--- src/crt_addr_pkg.sv ---
// Package with register offsets, field positions and reset values of the addressing block.
package crt_addr_pkg;
  localparam int ADDR_W = 14;
  localparam int REG_A_W = 5;
  localparam int SCAN_W = 5;
  // Register indices on the register port.
  localparam logic [4:0] OFF_MODE      = 5'h08;
  localparam logic [4:0] OFF_CUR_FIRST = 5'h0a;
  localparam logic [4:0] OFF_CUR_LAST  = 5'h0b;
  localparam logic [4:0] OFF_START_HI  = 5'h0c;
  localparam logic [4:0] OFF_START_LO  = 5'h0d;
  localparam logic [4:0] OFF_CUR_HI    = 5'h0e;
  localparam logic [4:0] OFF_CUR_LO    = 5'h0f;
  localparam logic [4:0] OFF_PEN_HI    = 5'h10;
  localparam logic [4:0] OFF_PEN_LO    = 5'h11;
  localparam logic [4:0] OFF_STATUS    = 5'h12;
  // Field positions.
  localparam int MODE_ROWCOL_BIT = 2;
  localparam int MODE_DE_DLY_BIT = 4;
  localparam int MODE_CUR_DLY_BIT = 5;
  localparam int CUR_MODE_LSB = 5;
  localparam int STAT_VBLANK_BIT = 5;
  localparam int STAT_PEN_BIT = 6;
  localparam int BLINK16_BIT = 3;
  localparam int BLINK32_BIT = 4;
  // Values after reset.
  localparam logic [7:0] MODE_RST = 8'h00;
  localparam logic [6:0] CUR_FIRST_RST = 7'h00;
  localparam logic [4:0] CUR_LAST_RST = 5'h00;
  localparam logic [13:0] ADDR_RST = 14'h0000;
  // Cursor modes in the order of their two-bit codes.
  typedef enum logic [1:0] {CUR_STEADY, CUR_OFF, CUR_BLINK16, CUR_BLINK32} cursor_mode_t;
endpackage : crt_addr_pkg

--- src/crt_skew.sv ---
// Optional one character clock delay stage for a video output.
`timescale 1ns/1ps
module crt_skew (
  // Clock and reset.
  input  wire logic i_clk,
  input  wire logic i_rst,
  // Delay select and signal.
  input  wire logic i_sel,
  input  wire logic i_d,
  output logic      o_q
);
  import crt_addr_pkg::*;

  typedef struct packed {
    logic dly;
  } skew_state_t;

  skew_state_t state_reg;
  skew_state_t state_next;

  // The delayed copy always runs so that switching the select to the delayed copy never loses a cycle of data.
  always_comb begin
    state_next = state_reg;
    state_next.dly = i_d;
  end

  always_ff @(posedge i_clk) begin
    if (i_rst) begin
      state_reg <= '0;
    end else begin
      state_reg <= state_next;
    end
  end

  // Select the skewed or the direct copy.
  assign o_q = i_sel ? state_reg.dly : i_d; // see
endmodule : crt_skew

--- src/crt_cursor_addr.sv ---
// Cursor, display start, light pen and address format logic of a raster display controller.
// Overview of operation
// A 7-bit and a 5-bit register hold first and last cursor scan lines; the low 5 bits of the first give its scan line.
// Mode bits 6,5: steady, suppressed, blink field/16, blink field/32.
// The 14-bit start value is output as the first address of each field.
// The address advances on each character clock while display is enabled.
// A newly written start value takes effect from the next field; in row/column format the code uses a new low byte from the next row step.
// Cursor is active on address match with scan line inside the window.
// Mode bit 5 delays the cursor output by one character clock.
// Mode bit 4 selects delayed display enable, bit 5 delayed cursor.
// A rising pen strobe captures the address counter into the pen pair.
// Mode bit 2 selects straight binary or row/column address format.
// In row/column format low byte is column, high byte is row.
// Status bit 5 reads 1 during vertical blanking.
// Outside logic gives host addresses priority over ours on request.
// Outside logic interleaves our addresses and host addresses by clock phase; the raster model has no interleaving, only i_host_req selects.
// Delayed display enable lags by one character clock, like the cursor.
`timescale 1ns/1ps
module crt_cursor_addr (
  // Character clock and reset.
  input  wire logic                        i_clk,
  input  wire logic                        i_rst,
  // Register port.
  input  wire logic [crt_addr_pkg::REG_A_W-1:0] i_addr,
  input  wire logic [7:0]                  i_wdata,
  input  wire logic                        i_wr,
  input  wire logic                        i_rd,
  output logic      [7:0]                  o_rdata,
  // Raster timing from the sync counters.
  input  wire logic                        i_field_start,
  input  wire logic                        i_line_start,
  input  wire logic                        i_row_done,
  input  wire logic                        i_disp_en,
  input  wire logic                        i_vblank,
  input  wire logic [crt_addr_pkg::SCAN_W-1:0] i_scan_row_addr,
  // Light pen pin.
  input  wire logic                        i_pen_strobe_in,
  // Video outputs.
  output logic      [crt_addr_pkg::ADDR_W-1:0] o_video_mem_addr,
  output logic                             o_cursor,
  output logic                             o_disp_en
);
  import crt_addr_pkg::*;

  typedef struct packed {
    logic [7:0]  mode_control_reg;
    logic [6:0]  cur_first;
    logic [4:0]  cur_last;
    logic [13:0] start;
    logic [13:0] cursor;
    logic [13:0] pen;
    logic        pen_full;
    logic [13:0] addr;
    logic [13:0] row_base;
    logic [4:0]  field_cnt;
    logic        pen_s1;
    logic        pen_s2;
    logic        pen_s3;
    logic        cur_q;
    logic        de_q;
    logic [7:0]  rdata;
  } state_t;

  state_t state_reg;
  state_t state_next;

  logic         rowcol;
  logic         in_window;
  logic         addr_match;
  logic         blink_on;
  logic         cursor_show;
  logic         pen_rise;
  logic [13:0]  addr_inc;
  logic [13:0]  row_next;
  logic [7:0]   rd_mux;
  cursor_mode_t cur_mode;

  // Decode of mode and cursor controls.
  assign rowcol = state_reg.mode_control_reg[MODE_ROWCOL_BIT];
  assign cur_mode = cursor_mode_t'(state_reg.cur_first[CUR_MODE_LSB +: 2]);
  assign in_window = (i_scan_row_addr >= state_reg.cur_first[4:0])
                  && (i_scan_row_addr <= state_reg.cur_last); // see
  assign addr_match = (state_reg.addr == state_reg.cursor) && i_disp_en;
  assign pen_rise = state_reg.pen_s2 && !state_reg.pen_s3;

  // Blink phase comes from the field counter, so the rate tracks the field rate.
  always_comb begin
    unique case (cur_mode)
      CUR_STEADY:  blink_on = 1'b1;
      CUR_OFF:     blink_on = 1'b0;
      CUR_BLINK16: blink_on = state_reg.field_cnt[BLINK16_BIT];
      CUR_BLINK32: blink_on = state_reg.field_cnt[BLINK32_BIT];
    endcase
  end

  assign cursor_show = addr_match && in_window && blink_on;

  // In row/column form only the column byte counts; the row byte is stepped per row.
  always_comb begin
    if (rowcol) begin
      addr_inc = {state_reg.addr[13:8], state_reg.addr[7:0] + 8'h01};
      row_next = {state_reg.row_base[13:8] + 6'h01, state_reg.start[7:0]};
    end else begin
      addr_inc = state_reg.addr + 14'h0001;
      row_next = state_reg.addr;
    end
  end

  // Read multiplexer; write-only and unmapped indices read as zero.
  always_comb begin
    rd_mux = 8'h00;
    unique case (i_addr)
      OFF_CUR_HI: rd_mux = {2'h0, state_reg.cursor[13:8]};
      OFF_CUR_LO: rd_mux = state_reg.cursor[7:0];
      OFF_PEN_HI: rd_mux = {2'h0, state_reg.pen[13:8]};
      OFF_PEN_LO: rd_mux = state_reg.pen[7:0];
      OFF_STATUS: begin
        rd_mux[STAT_VBLANK_BIT] = i_vblank;
        rd_mux[STAT_PEN_BIT] = state_reg.pen_full;
      end
      default: rd_mux = 8'h00;
    endcase
  end

  // Next state of the whole block.
  always_comb begin
    state_next = state_reg;
    state_next.rdata = i_rd ? rd_mux : 8'h00;
    // The pen pin is asynchronous, so it passes two flops before the edge detect.
    state_next.pen_s1 = i_pen_strobe_in;
    state_next.pen_s2 = state_reg.pen_s1;
    state_next.pen_s3 = state_reg.pen_s2;
    // Register writes.
    if (i_wr) begin
      unique case (i_addr)
        OFF_MODE:      state_next.mode_control_reg = i_wdata;
        OFF_CUR_FIRST: state_next.cur_first = i_wdata[6:0]; // see
        OFF_CUR_LAST:  state_next.cur_last = i_wdata[4:0];
        OFF_START_HI:  state_next.start[13:8] = i_wdata[5:0];
        OFF_START_LO:  state_next.start[7:0] = i_wdata;
        OFF_CUR_HI:    state_next.cursor[13:8] = i_wdata[5:0];
        OFF_CUR_LO:    state_next.cursor[7:0] = i_wdata;
        default:       state_next.cursor = state_reg.cursor;
      endcase
    end
    // The capture flag is cleared by reading the low pen byte.
    if (i_rd && (i_addr == OFF_PEN_LO)) begin
      state_next.pen_full = 1'b0;
    end
    // A capture in the same cycle as the clearing read wins.
    if (pen_rise) begin
      state_next.pen = state_reg.addr;
      state_next.pen_full = 1'b1;
    end
    // Address counter: field load beats row step, row step beats line reload.
    if (i_field_start) begin
      state_next.addr = state_reg.start; // see
      state_next.row_base = state_reg.start;
      state_next.field_cnt = state_reg.field_cnt + 5'h01;
    end else if (i_row_done) begin
      state_next.addr = row_next;
      state_next.row_base = row_next;
    end else if (i_line_start) begin
      state_next.addr = state_reg.row_base;
    end else if (i_disp_en) begin
      state_next.addr = addr_inc;
    end
    // Outputs are registered once here; the skew stages may add one more clock.
    state_next.cur_q = cursor_show;
    state_next.de_q = i_disp_en;
  end

  always_ff @(posedge i_clk) begin
    if (i_rst) begin
      state_reg <= '0;
      state_reg.mode_control_reg <= MODE_RST;
      state_reg.cur_first <= CUR_FIRST_RST;
      state_reg.cur_last <= CUR_LAST_RST;
      state_reg.start <= ADDR_RST;
      state_reg.cursor <= ADDR_RST;
      state_reg.addr <= ADDR_RST;
    end else begin
      state_reg <= state_next;
    end
  end

  // Optional skew of cursor and display enable for slow display memories.
  crt_skew u_cursor_skew (
    .i_clk (i_clk),
    .i_rst (i_rst),
    .i_sel (state_reg.mode_control_reg[MODE_CUR_DLY_BIT]), // see
    .i_d   (state_reg.cur_q),
    .o_q   (o_cursor)
  );

  crt_skew u_de_skew (
    .i_clk (i_clk),
    .i_rst (i_rst),
    .i_sel (state_reg.mode_control_reg[MODE_DE_DLY_BIT]), // see
    .i_d   (state_reg.de_q),
    .o_q   (o_disp_en)
  );

  assign o_video_mem_addr = state_reg.addr;
  assign o_rdata = state_reg.rdata;
endmodule : crt_cursor_addr

--- config.mk ---
export PLATFORM = sky130hd
export DESIGN_NAME = crt_cursor_addr
export DESIGN_NICKNAME = d
export VERILOG_FILES = /design/src/crt_addr_pkg.sv /design/src/crt_skew.sv /design/src/crt_cursor_addr.sv
export SDC_FILE = /design/constraint.sdc
export NUM_CORES = 1
export LEC_CHECK = 0
export BUFFER_PORTS_ARGS = -buffer_cell sky130_fd_sc_hd__buf_2
export CAP_MARGIN = 20
export CORE_UTILIZATION = 40
export CTS_CLUSTER_SIZE = 14
export DETAILED_ROUTE_END_ITERATION = 16
export HOLD_SLACK_MARGIN = 0.06
export SYNTH_ARGS = -nofsm -noshare
export SYNTH_HDL_FRONTEND = slang
export SYNTH_SLANG_ARGS = --single-unit
--- constraint.sdc ---
create_clock -name i_clk -period 2.3 [get_ports i_clk]
set_input_delay 0.46 -clock i_clk [delete_from_list [all_inputs] [get_ports i_clk]]
set_output_delay 0.46 -clock i_clk [all_outputs]
set_load 0.005 [all_outputs]
## After elaboration in Yosys (flattened, before gate mapping)

Cells that the tools add are included.

| storage, ports and cells | value |
|---|---|
| register bits after elaboration | 109 |
| output and inout port bits | 24 |
| word-level logic and storage cells | 78 |

| cells by class | value |
|---|---|
| bitwise gates (word level) | 1 |
| mux-type cells | 15 |
| equal/unequal tests | 15 |
| magnitude comparators | 2 |
| add/sub/neg operators | 4 |
| reduce and logical (&&, ||, !) cells | 20 |

Operators by type and width:

| operator | count |
|---|---|
| 14-bit 2-to-1 mux | 6 |
| 5-bit by 4-bit equality test with 1-bit output, second input constant | 7 |
| 28-bit 2-to-1 mux | 1 |
| 5-bit one-hot mux with 4 select lines | 1 |
| 2-bit AND reduction | 8 |
| 5-bit equality test, second input constant | 3 |
| 14-bit by 1-bit adder with 14-bit output, second input constant | 1 |
| 14-bit equality test | 1 |
| 2-bit one-hot mux with 5 select lines | 1 |
| 8-bit by 1-bit adder with 8-bit output, second input constant | 1 |
| 6-bit by 1-bit adder with 6-bit output, second input constant | 1 |
| 1-bit logical AND | 6 |
| 5-bit by 1-bit adder with 5-bit output, second input constant | 1 |
| 5-bit >= comparator | 1 |
| 5-bit less-or-equal comparator | 1 |
| 2-bit equality test, second input constant | 2 |
| 1-bit 2-to-1 mux | 4 |
| 4-bit != test, second input constant | 1 |
| 1-bit one-hot mux with 4 select lines | 1 |
| 2-bit nonzero test | 2 |
| 4-bit nonzero test | 1 |
| 2-bit by 1-bit equality test with 1-bit output, second input constant | 1 |
| 2-bit logical NOT | 1 |
| 1-bit one-hot mux with 2 select lines | 1 |
| 3 further kinds | 3 |

## Longest topological paths before layout

Gate-level depths: netlist of the first run.

| depth | value |
|---|---|
| depth in word-level cells | 6 |
| mapped depth | 7 |
| gate-level depth less buffers | 7 |

## By module

Synthesis of the first run repeated with hierarchy kept, for this count alone.

| unflattened totals | value |
|---|---|
| cells, all modules | 632 |
| area, all modules | 5365.1 um^2 |

By module, submodules not included:

| module | times used | area each (um^2) | cells an instance |
|---|---|---|---|
| crt_cursor_addr | 1 | 5282.6 | 626 |
| crt_skew | 2 | 41.3 | 3 |

## Worst setup path after synthesis of the first run

OpenSTA, ideal clock, no wires.

| path | value |
|---|---|
| path kind | input to register |
| start | input port i_field_start |
| end | register state_reg (netlist bit o_video_mem_addr[7]) |
| arrival time | 1.533 ns |
| library setup time | 0.117 ns |
| required time | 2.183 ns |
| path slack | 0.650 ns |
| stages | 7 |
| cell sequence | buf_6 or2_1 buf_6 a21oi_4 a2111oi_2 a21o_1 a22o_1 |

| between the ends | value |
|---|---|
| cells in the longest elaborated chain, start to end | 1 |
| elaborated cells on any way between the ends | 2 |

Ends and longest elaborated chain:

| what | line | source |
|---|---|---|
| start, declared | crt_cursor_addr.sv:30 | `input wire logic i_field_start,` |
| 4-bit nonzero test (no source line) or 28-bit 2-to-1 mux (tied branches) | -- |  |
| end signal, assigned | crt_cursor_addr.sv:183 | `state_reg <= state_next;` |
| end, declared | crt_cursor_addr.sv:64 | `state_t state_reg;` |

Parallel ways exist; a longest one is shown, timed or not.
A chain may end at the register's enable or synchronous reset.

## Worst setup path after layout of the first run

| path | value |
|---|---|
| start | register state_reg[26] in the netlist's numbering |
| end | register state_reg (netlist bit o_video_mem_addr[9]) |

| between the ends | value |
|---|---|
| cells in the longest elaborated chain, start to end | 4 |

Ends and longest elaborated chain:

| what | line | source |
|---|---|---|
| 6-bit by 1-bit adder with 6-bit output | crt_cursor_addr.sv:102 | `row_next = {state_reg.row_base[13:8] + 6'h01, state_reg.start[7:0]};` |
| 14-bit 2-to-1 mux | crt_cursor_addr.sv:100 | `if (rowcol) begin` |
| 14-bit 2-to-1 mux | crt_cursor_addr.sv:160 | `end else if (i_row_done) begin` |
| 28-bit 2-to-1 mux | crt_cursor_addr.sv:156 | `if (i_field_start) begin` |

No other way between the ends.

==> run metrics, run 1 <==
pre-CTS setup slack 0.402 ns; Final nets just under 700; CP Data Arrival Time 2.20 ns; die height 119 um; Synth Instances a little over 600; synth unique cells 66; P&R area growth vs syn 9.69%; All-Layer GR Usage about a fifth; max reg flops 77; Layout Skew 0.00801 ns; Fillers 1324; hold buffer count at cts 0; half-perimeter wire length after placement about 10 mm; Core Util, Final 45.1%; gr ovfl total 0; Post-synth EDFFs 0; R2R Setup Slk 0.34 ns; VDD IR max around 0.37 mV; syn nets 664; commonest non-fill, non-tap cells in the layout dfxtp_1 (106), nor2_1 (77), nand2_1 (70); vias in the first global route 4174; Avg Cell Area, Syn 8.75 um2; Antenna Nets Post-Route 0; first-pass GRT wire length between 20 and 25 mm; crit path launch type flop; core area about 13000 um2; max-cap violations 0; Hold Path End state_next[11]$_SDFF_PP0_; Power per Cell Area around 660 nW/um2; final wirelength ~14 mm; row count 42; Fin Setup TNS 0 ns; clk_lat worst skew 0.35 ns; RSZ-0062 raised after global routing no; routability cong. 0.892; Post-DP Area about 5600 um2; postcts setup bufs 0; Final setup viols 0; top cells by area, synth dfxtp_1 (39%), mux2i_1 (8.6%), nor2_1 (5.3%); number of synthesis warnings 0; Hold Violations, Final 0; post-DR vias/cell 5.32; PnR worst setup slack between 0.3 and 0.4 ns; WL per Instance around 17 um; Multi-input gate area ~2900 um2; Longest Clk Path Bufs 2; DRC 0; TritonCTS clock tree done; Design Area, Final roughly 6000 um2; Die ar. ~14000 um2; status finished clean; Root Buffer clkbuf_16; Critical Path RT about 2.5 ns; Max-slew headroom between 50 and 60%; Seq/Total Area, Yosys roughly 39%; CP max-delay cell dfxtp_1; Seq cells post-synth ~110; initial antenna violation count 0; Clk pin slew, worst setup/hold paths 0.07 ns; CTS buffer count 9; DR vias 4353; Setup CP Type flop to flop; H-tree Lvls 3; Main synth FF type dfxtp_1; FF+latch area approximately 2100 um2; CP Cell Sequence ha_1 > mux2_2 > a22oi_1 > o21ai_1 > o21a_1 > o221a_1; critical-path maximum fanout 6; post-synthesis cell area 5450 um2; CP max stage delay roughly 0.47 ns; Initial Util 41.2%; post_cts resized 0; port buffer count between 50 and 60; Pre-antenna DRT Iters 5; post-synth top area cell dfxtp_1; clock sink count 106; Ports 52; final max-slew violation count 0; Hold Startpoint i_pen_strobe_in; Async S/R FF share, synth 0%; hold depth 2; initial DRC count between 400 and 500; hold crit path type input pin to flop; cells on worst reg2reg path 6; Max Fclk 0.511 GHz; RR Startpoint state_reg[26]$_SDFFE_PP0P_; fin crit share about 85%; Crit. End Element flop; Yosys top cell area share between 30% and 40%; layout cells sized above 1 ~17%; Critical R2R Capture o_video_mem_addr[9]$_SDFFE_PP0P_; Ant. Diodes 0; commonest non-fill, non-tap cell in the layout dfxtp_1; Die Wd around 120 um; leakage between 2 and 2.5 nW; largest net degree at the start of global routing 67; total power 3.94 mW; fin crit period between 1.5 and 2 ns; Slew @ Worst Pin roughly 0.68 ns
==> how the worst max path moves through the flow <==
stage	depth (start not counted)	from	slack, ns	endpoint
after floorplan	7	i_field_start	0.65	o_video_mem_addr[7]$_SDFFE_PP0P_
after global placement	6	i_row_done	0.38	o_video_mem_addr[9]$_SDFFE_PP0P_
after detailed placement	6	state_reg[26]$_SDFFE_PP0P_	0.40	o_video_mem_addr[9]$_SDFFE_PP0P_
after CTS	6	state_reg[26]$_SDFFE_PP0P_	0.38	o_video_mem_addr[9]$_SDFFE_PP0P_
after global routing	6	state_reg[26]$_SDFFE_PP0P_	0.33	o_video_mem_addr[9]$_SDFFE_PP0P_
final	6	state_reg[26]$_SDFFE_PP0P_	0.34	o_video_mem_addr[9]$_SDFFE_PP0P_
==> synthesized netlist by cell type, types with 10 or more instances <==
| cell type | number |
|---|---|
| mux2i_1 | 47 |
| nand2_1 | 70 |
| buf_4 | 29 |
| dfxtp_1 | 106 |
| o21a_1 | 10 |
| ha_1 | 13 |
| xnor2_1 | 10 |
| nor2_1 | 77 |
| xor2_1 | 19 |
| inv_1 | 19 |
| nand3_1 | 10 |
| o21ai_0 | 17 |
| mux2_2 | 10 |
| a21oi_1 | 40 |
| nor2b_1 | 12 |
| buf_2 | 18 |
==> critical path: cells and delay by family, from the launching register on <==
| kind | cells | cell delay [ns] |
|---|---|---|
| adders and majority gates | 1 | 0.29 |
| muxes | 1 | 0.27 |
| DFF | 1 | 0.47 |
| AOI/OAI and AO/OA | 4 | 0.83 |
==> where the power goes <==
part	leakage (nW)	internal (mW)	total, mW	switching, mW
logic	1.35	0.124	0.319	0.195
registers	0.858	1.87	1.92	0.0481
clock network	0.161	0.998	1.71	0.708
total	2.37	2.99	3.94	0.951
==> metal layers <==
metal / up-vias / wire length, um / part of all wire (%) / global-route usage (%)
met5: - / 0 / 0 / 0
li1: 2162 / - / - / -
met1: 2031 / 6290 / 46 / 27.0
met2: 140 / 6360 / 47 / 32.4
met4: 0 / 286 / 2.1 / 7.44
met3: 20 / 653 / 4.8 / 3.76
==> metrics by stage <==
| stage | cells | hold WS (ns) |
|---|---|---|
| after floorplan | 623 | 0.414 |
| after global placement | 802 | 0.421 |
| after detailed placement | 802 | 0.431 |
| after CTS | 818 | 0.315 |
| after global routing | 818 | 0.340 |
| final | 818 | 0.324 |
==> kinds of logic after synthesis <==
group / count (synthesis) / share of synthesized area, %
xor+xnor: 29 / 4.66
simple gates: 217 / 19.5
mux: 57 / 10.7
compound gates: 120 / 14.8
buf+inv: 81 / 8.43
fa+ha+maj: 13 / 2.98
flops: 106 / 38.9
==> area by class of cell <==
type                            instances  share of cell area [%]
Multi-Input combinational cell        436                    48.0
Sequential cell                       106                    35.5
Timing Repair Buffer                   65                    6.03
Clock buffer                           10                    4.00
Tap cell                              176                    3.68
Clock inverter                          6                    1.61
Inverter                               19                    1.19
(Power assumes the default switching activity.)
==> run 2, diff against run 1 <==
CORE_ASPECT_RATIO = 1.75   (was not set)
==> run 2 against run 1 <==
Effect of this change:
- design area is 0.25% lower
- power is 4.2% lower
- non-clock buffer count rose by 3
- hold slack improved by 0.0030 ns
- highest routed layer unchanged
- first-iteration DRC count shrank 46%
==> run metrics, run 2 (synthesized netlist as in run 1, its figures left out) <==
core area 13400 um2 (+1.1%); Top cell by count, worst path nor4_1; initial DRC count 235 (-46%); hold depth 2 (unchanged); hold crit path type input pin to flop; Inst Count DP 803 (+0.12%); TritonCTS clock tree done; routability cong. 0.906 (+1.6%); CTS buffer count 9 (unchanged); RSZ-0062 raised after global routing no; sum of buffers and inverters on the critical path 1 (+1); crit path launch type flop; Power per Cell Area 633 nW/um2 (-3.9%); clk_lat worst skew 0.36 ns (about the same); gr ovfl total 0 (unchanged); Fillers 1337 (+0.98%); Cell Count, Final, Fillers Out 819 (+0.12%); Final setup viols 0 (unchanged); leakage 2.37 nW (-0.15%); CP Data Arrival Time 2.21 ns (about the same); final max-slew violation count 0 (unchanged); Antenna Nets Post-Route 0 (unchanged); largest net degree at the start of global routing 41 (-39%); vias in the first global route 4308 (+3.2%); initial antenna violation count 0 (unchanged); post-DR vias/cell 5.44 (+2.1%); R2R Setup Slk 0.41 ns (+0.06 ns); hold buffer count at cts 0 (unchanged); Max Fclk 0.528 GHz (+3.4%); final wirelength 14.3 mm (+5.3%); Critical Path RT 2.61 ns (+0.07 ns); Die ar. 14100 um2 (+0.13%); DR vias 4452 (+2.3%); commonest non-fill, non-tap cells in the layout dfxtp_1 (106), nor2_1 (77), nand2_1 (70); port buffer count 51 (unchanged); DRC 0 (unchanged); All-Layer GR Usage 20.8% (+0.54 points); H-tree Lvls 3 (unchanged); layout cells sized above 1 17.5% (+0.39 points); post_cts resized 0 (unchanged); first-pass GRT wire length 22.6 mm (+1.1%); die height 156 um (+32%); critical-path maximum fanout 9 (+3); Design Area, Final 5960 um2 (-0.25%); half-perimeter wire length after placement 10.7 mm (+5.9%); fin crit period 1.89 ns (-0.0635 ns); Clk pin slew, worst setup/hold paths 0.08 ns (about the same); WL per Instance 17.5 um (+5.2%); commonest non-fill, non-tap cell in the layout dfxtp_1; hold_ws 0.327 ns (+0.00298 ns); Setup CP Type flop to flop; Crit. End Element flop; Slew @ Worst Pin 0.711 ns (+0.0303 ns); Root Buffer clkbuf_16; CP max stage delay 0.54 ns (+0.07 ns); Hold Path End state_next[11]$_SDFF_PP0_; Ports 52 (unchanged); Die Wd 90.2 um (-24%); Hold Startpoint i_pen_strobe_in; row count 56 (+33%); Top delay family on crit path simple AND/OR/NAND/NOR gates; Initial Util 40.7% (-0.43 points); VDD IR max 0.323 mV (-12%); Ant. Diodes 0 (unchanged); Final nets 681 (+0.44%); Max-slew headroom 52.5% (-2.1 points); Longest Clk Path Bufs 2 (unchanged); max reg flops 77 (unchanged); postcts setup bufs 0 (unchanged); fin crit share 82.4% (-2.8 points); P&R area growth vs syn 9.41%; Pre-antenna DRT Iters 4 (-1); max-cap violations 0 (unchanged); CP max-delay cell dfxtp_1; RR Startpoint o_video_mem_addr[2]$_SDFFE_PP0P_; Fin Setup TNS 0 ns (unchanged); Post-DP Area 5660 um2 (+0.35%); Hold Violations, Final 0 (unchanged); clock sink count 106 (unchanged); CP Cell Sequence buf_4 > xor2_1 > nor4_1 > nand2_1 > nor4_1 > o221a_2; Layout Skew 0.0115 ns (+0.00351 ns); Critical R2R Capture state_reg[9]$_SDFF_PP0_; total power 3.78 mW (-4.2%); cells on worst reg2reg path 6 (unchanged); status finished clean
-- run 2: cell count changes in the layout (fill, tap and decap cells not counted) --
cell	change
clkbuf_8	-1
buf_4	+3
inv_8	-1
clkinv_8	+2
bufinv_16	-2
clkinv_4	+1
inv_6	+1
-- run 2: metrics by stage --
| step | setup slack, ns | util, % |
|---|---|---|
| finish | 0.405 | 44.6 |
| global route | 0.256 | 44.6 |
| CTS | 0.363 | 44.6 |
| detailed placement | 0.220 | 42.3 |
| global placement | 0.250 | 42.3 |
| floorplan | 0.650 | - |
-- run 2: area by class of cell --
class	count	area, um2	share of cell area, %
multi-input cells	436	2870	48.1
flip-flops and latches	106	2120	35.6
well taps	174	218	3.65
repair buffers	68	383	6.42
clock inverters	7	75.1	1.26
inverters	19	71.3	1.20
clock buffers	9	225	3.78
-- run 2: worst max-delay path by stage --
| stage | from | end | slack [ns] | cells past startpoint |
|---|---|---|---|---|
| 2_1_floorplan | i_field_start | o_video_mem_addr[7]$_SDFFE_PP0P_ | 0.65 | 7 |
| 3_3_place_gp | i_rst | state_reg[9]$_SDFF_PP0_ | 0.25 | 5 |
| 3_5_place_dp | i_rst | state_reg[9]$_SDFF_PP0_ | 0.22 | 5 |
| 4_1_cts | o_video_mem_addr[2]$_SDFFE_PP0P_ | state_reg[9]$_SDFF_PP0_ | 0.36 | 6 |
| 5_1_grt | o_video_mem_addr[2]$_SDFFE_PP0P_ | state_reg[9]$_SDFF_PP0_ | 0.26 | 6 |
| 6_report | o_video_mem_addr[2]$_SDFFE_PP0P_ | state_reg[9]$_SDFF_PP0_ | 0.41 | 6 |
-- run 2: per-layer routing --
layer / GRT usage [%] / share of wire [%] / vias up
li1: - / - / 2164
met1: 22.5 / 39 / 2131
met2: 37.3 / 52 / 122
met3: 3.55 / 3.8 / 35
met4: 13.0 / 5.1 / 0
met5: 0 / 0 / -
-- run 2: worst reg2reg max path, stage by stage (launching register included) --
cell and delay [ns]:
dfxtp_1 0.54, buf_4 0.21, xor2_1 0.07, nor4_1 0.26, nand2_1 0.12, nor4_1 0.37, o221a_2 0.28
-- run 2: power breakdown --
part,leakage [nW],internal (mW),switching (mW)
Clock,0.142,0.765,0.765
Combinational,1.37,0.129,0.206
Sequential,0.858,1.87,0.0432
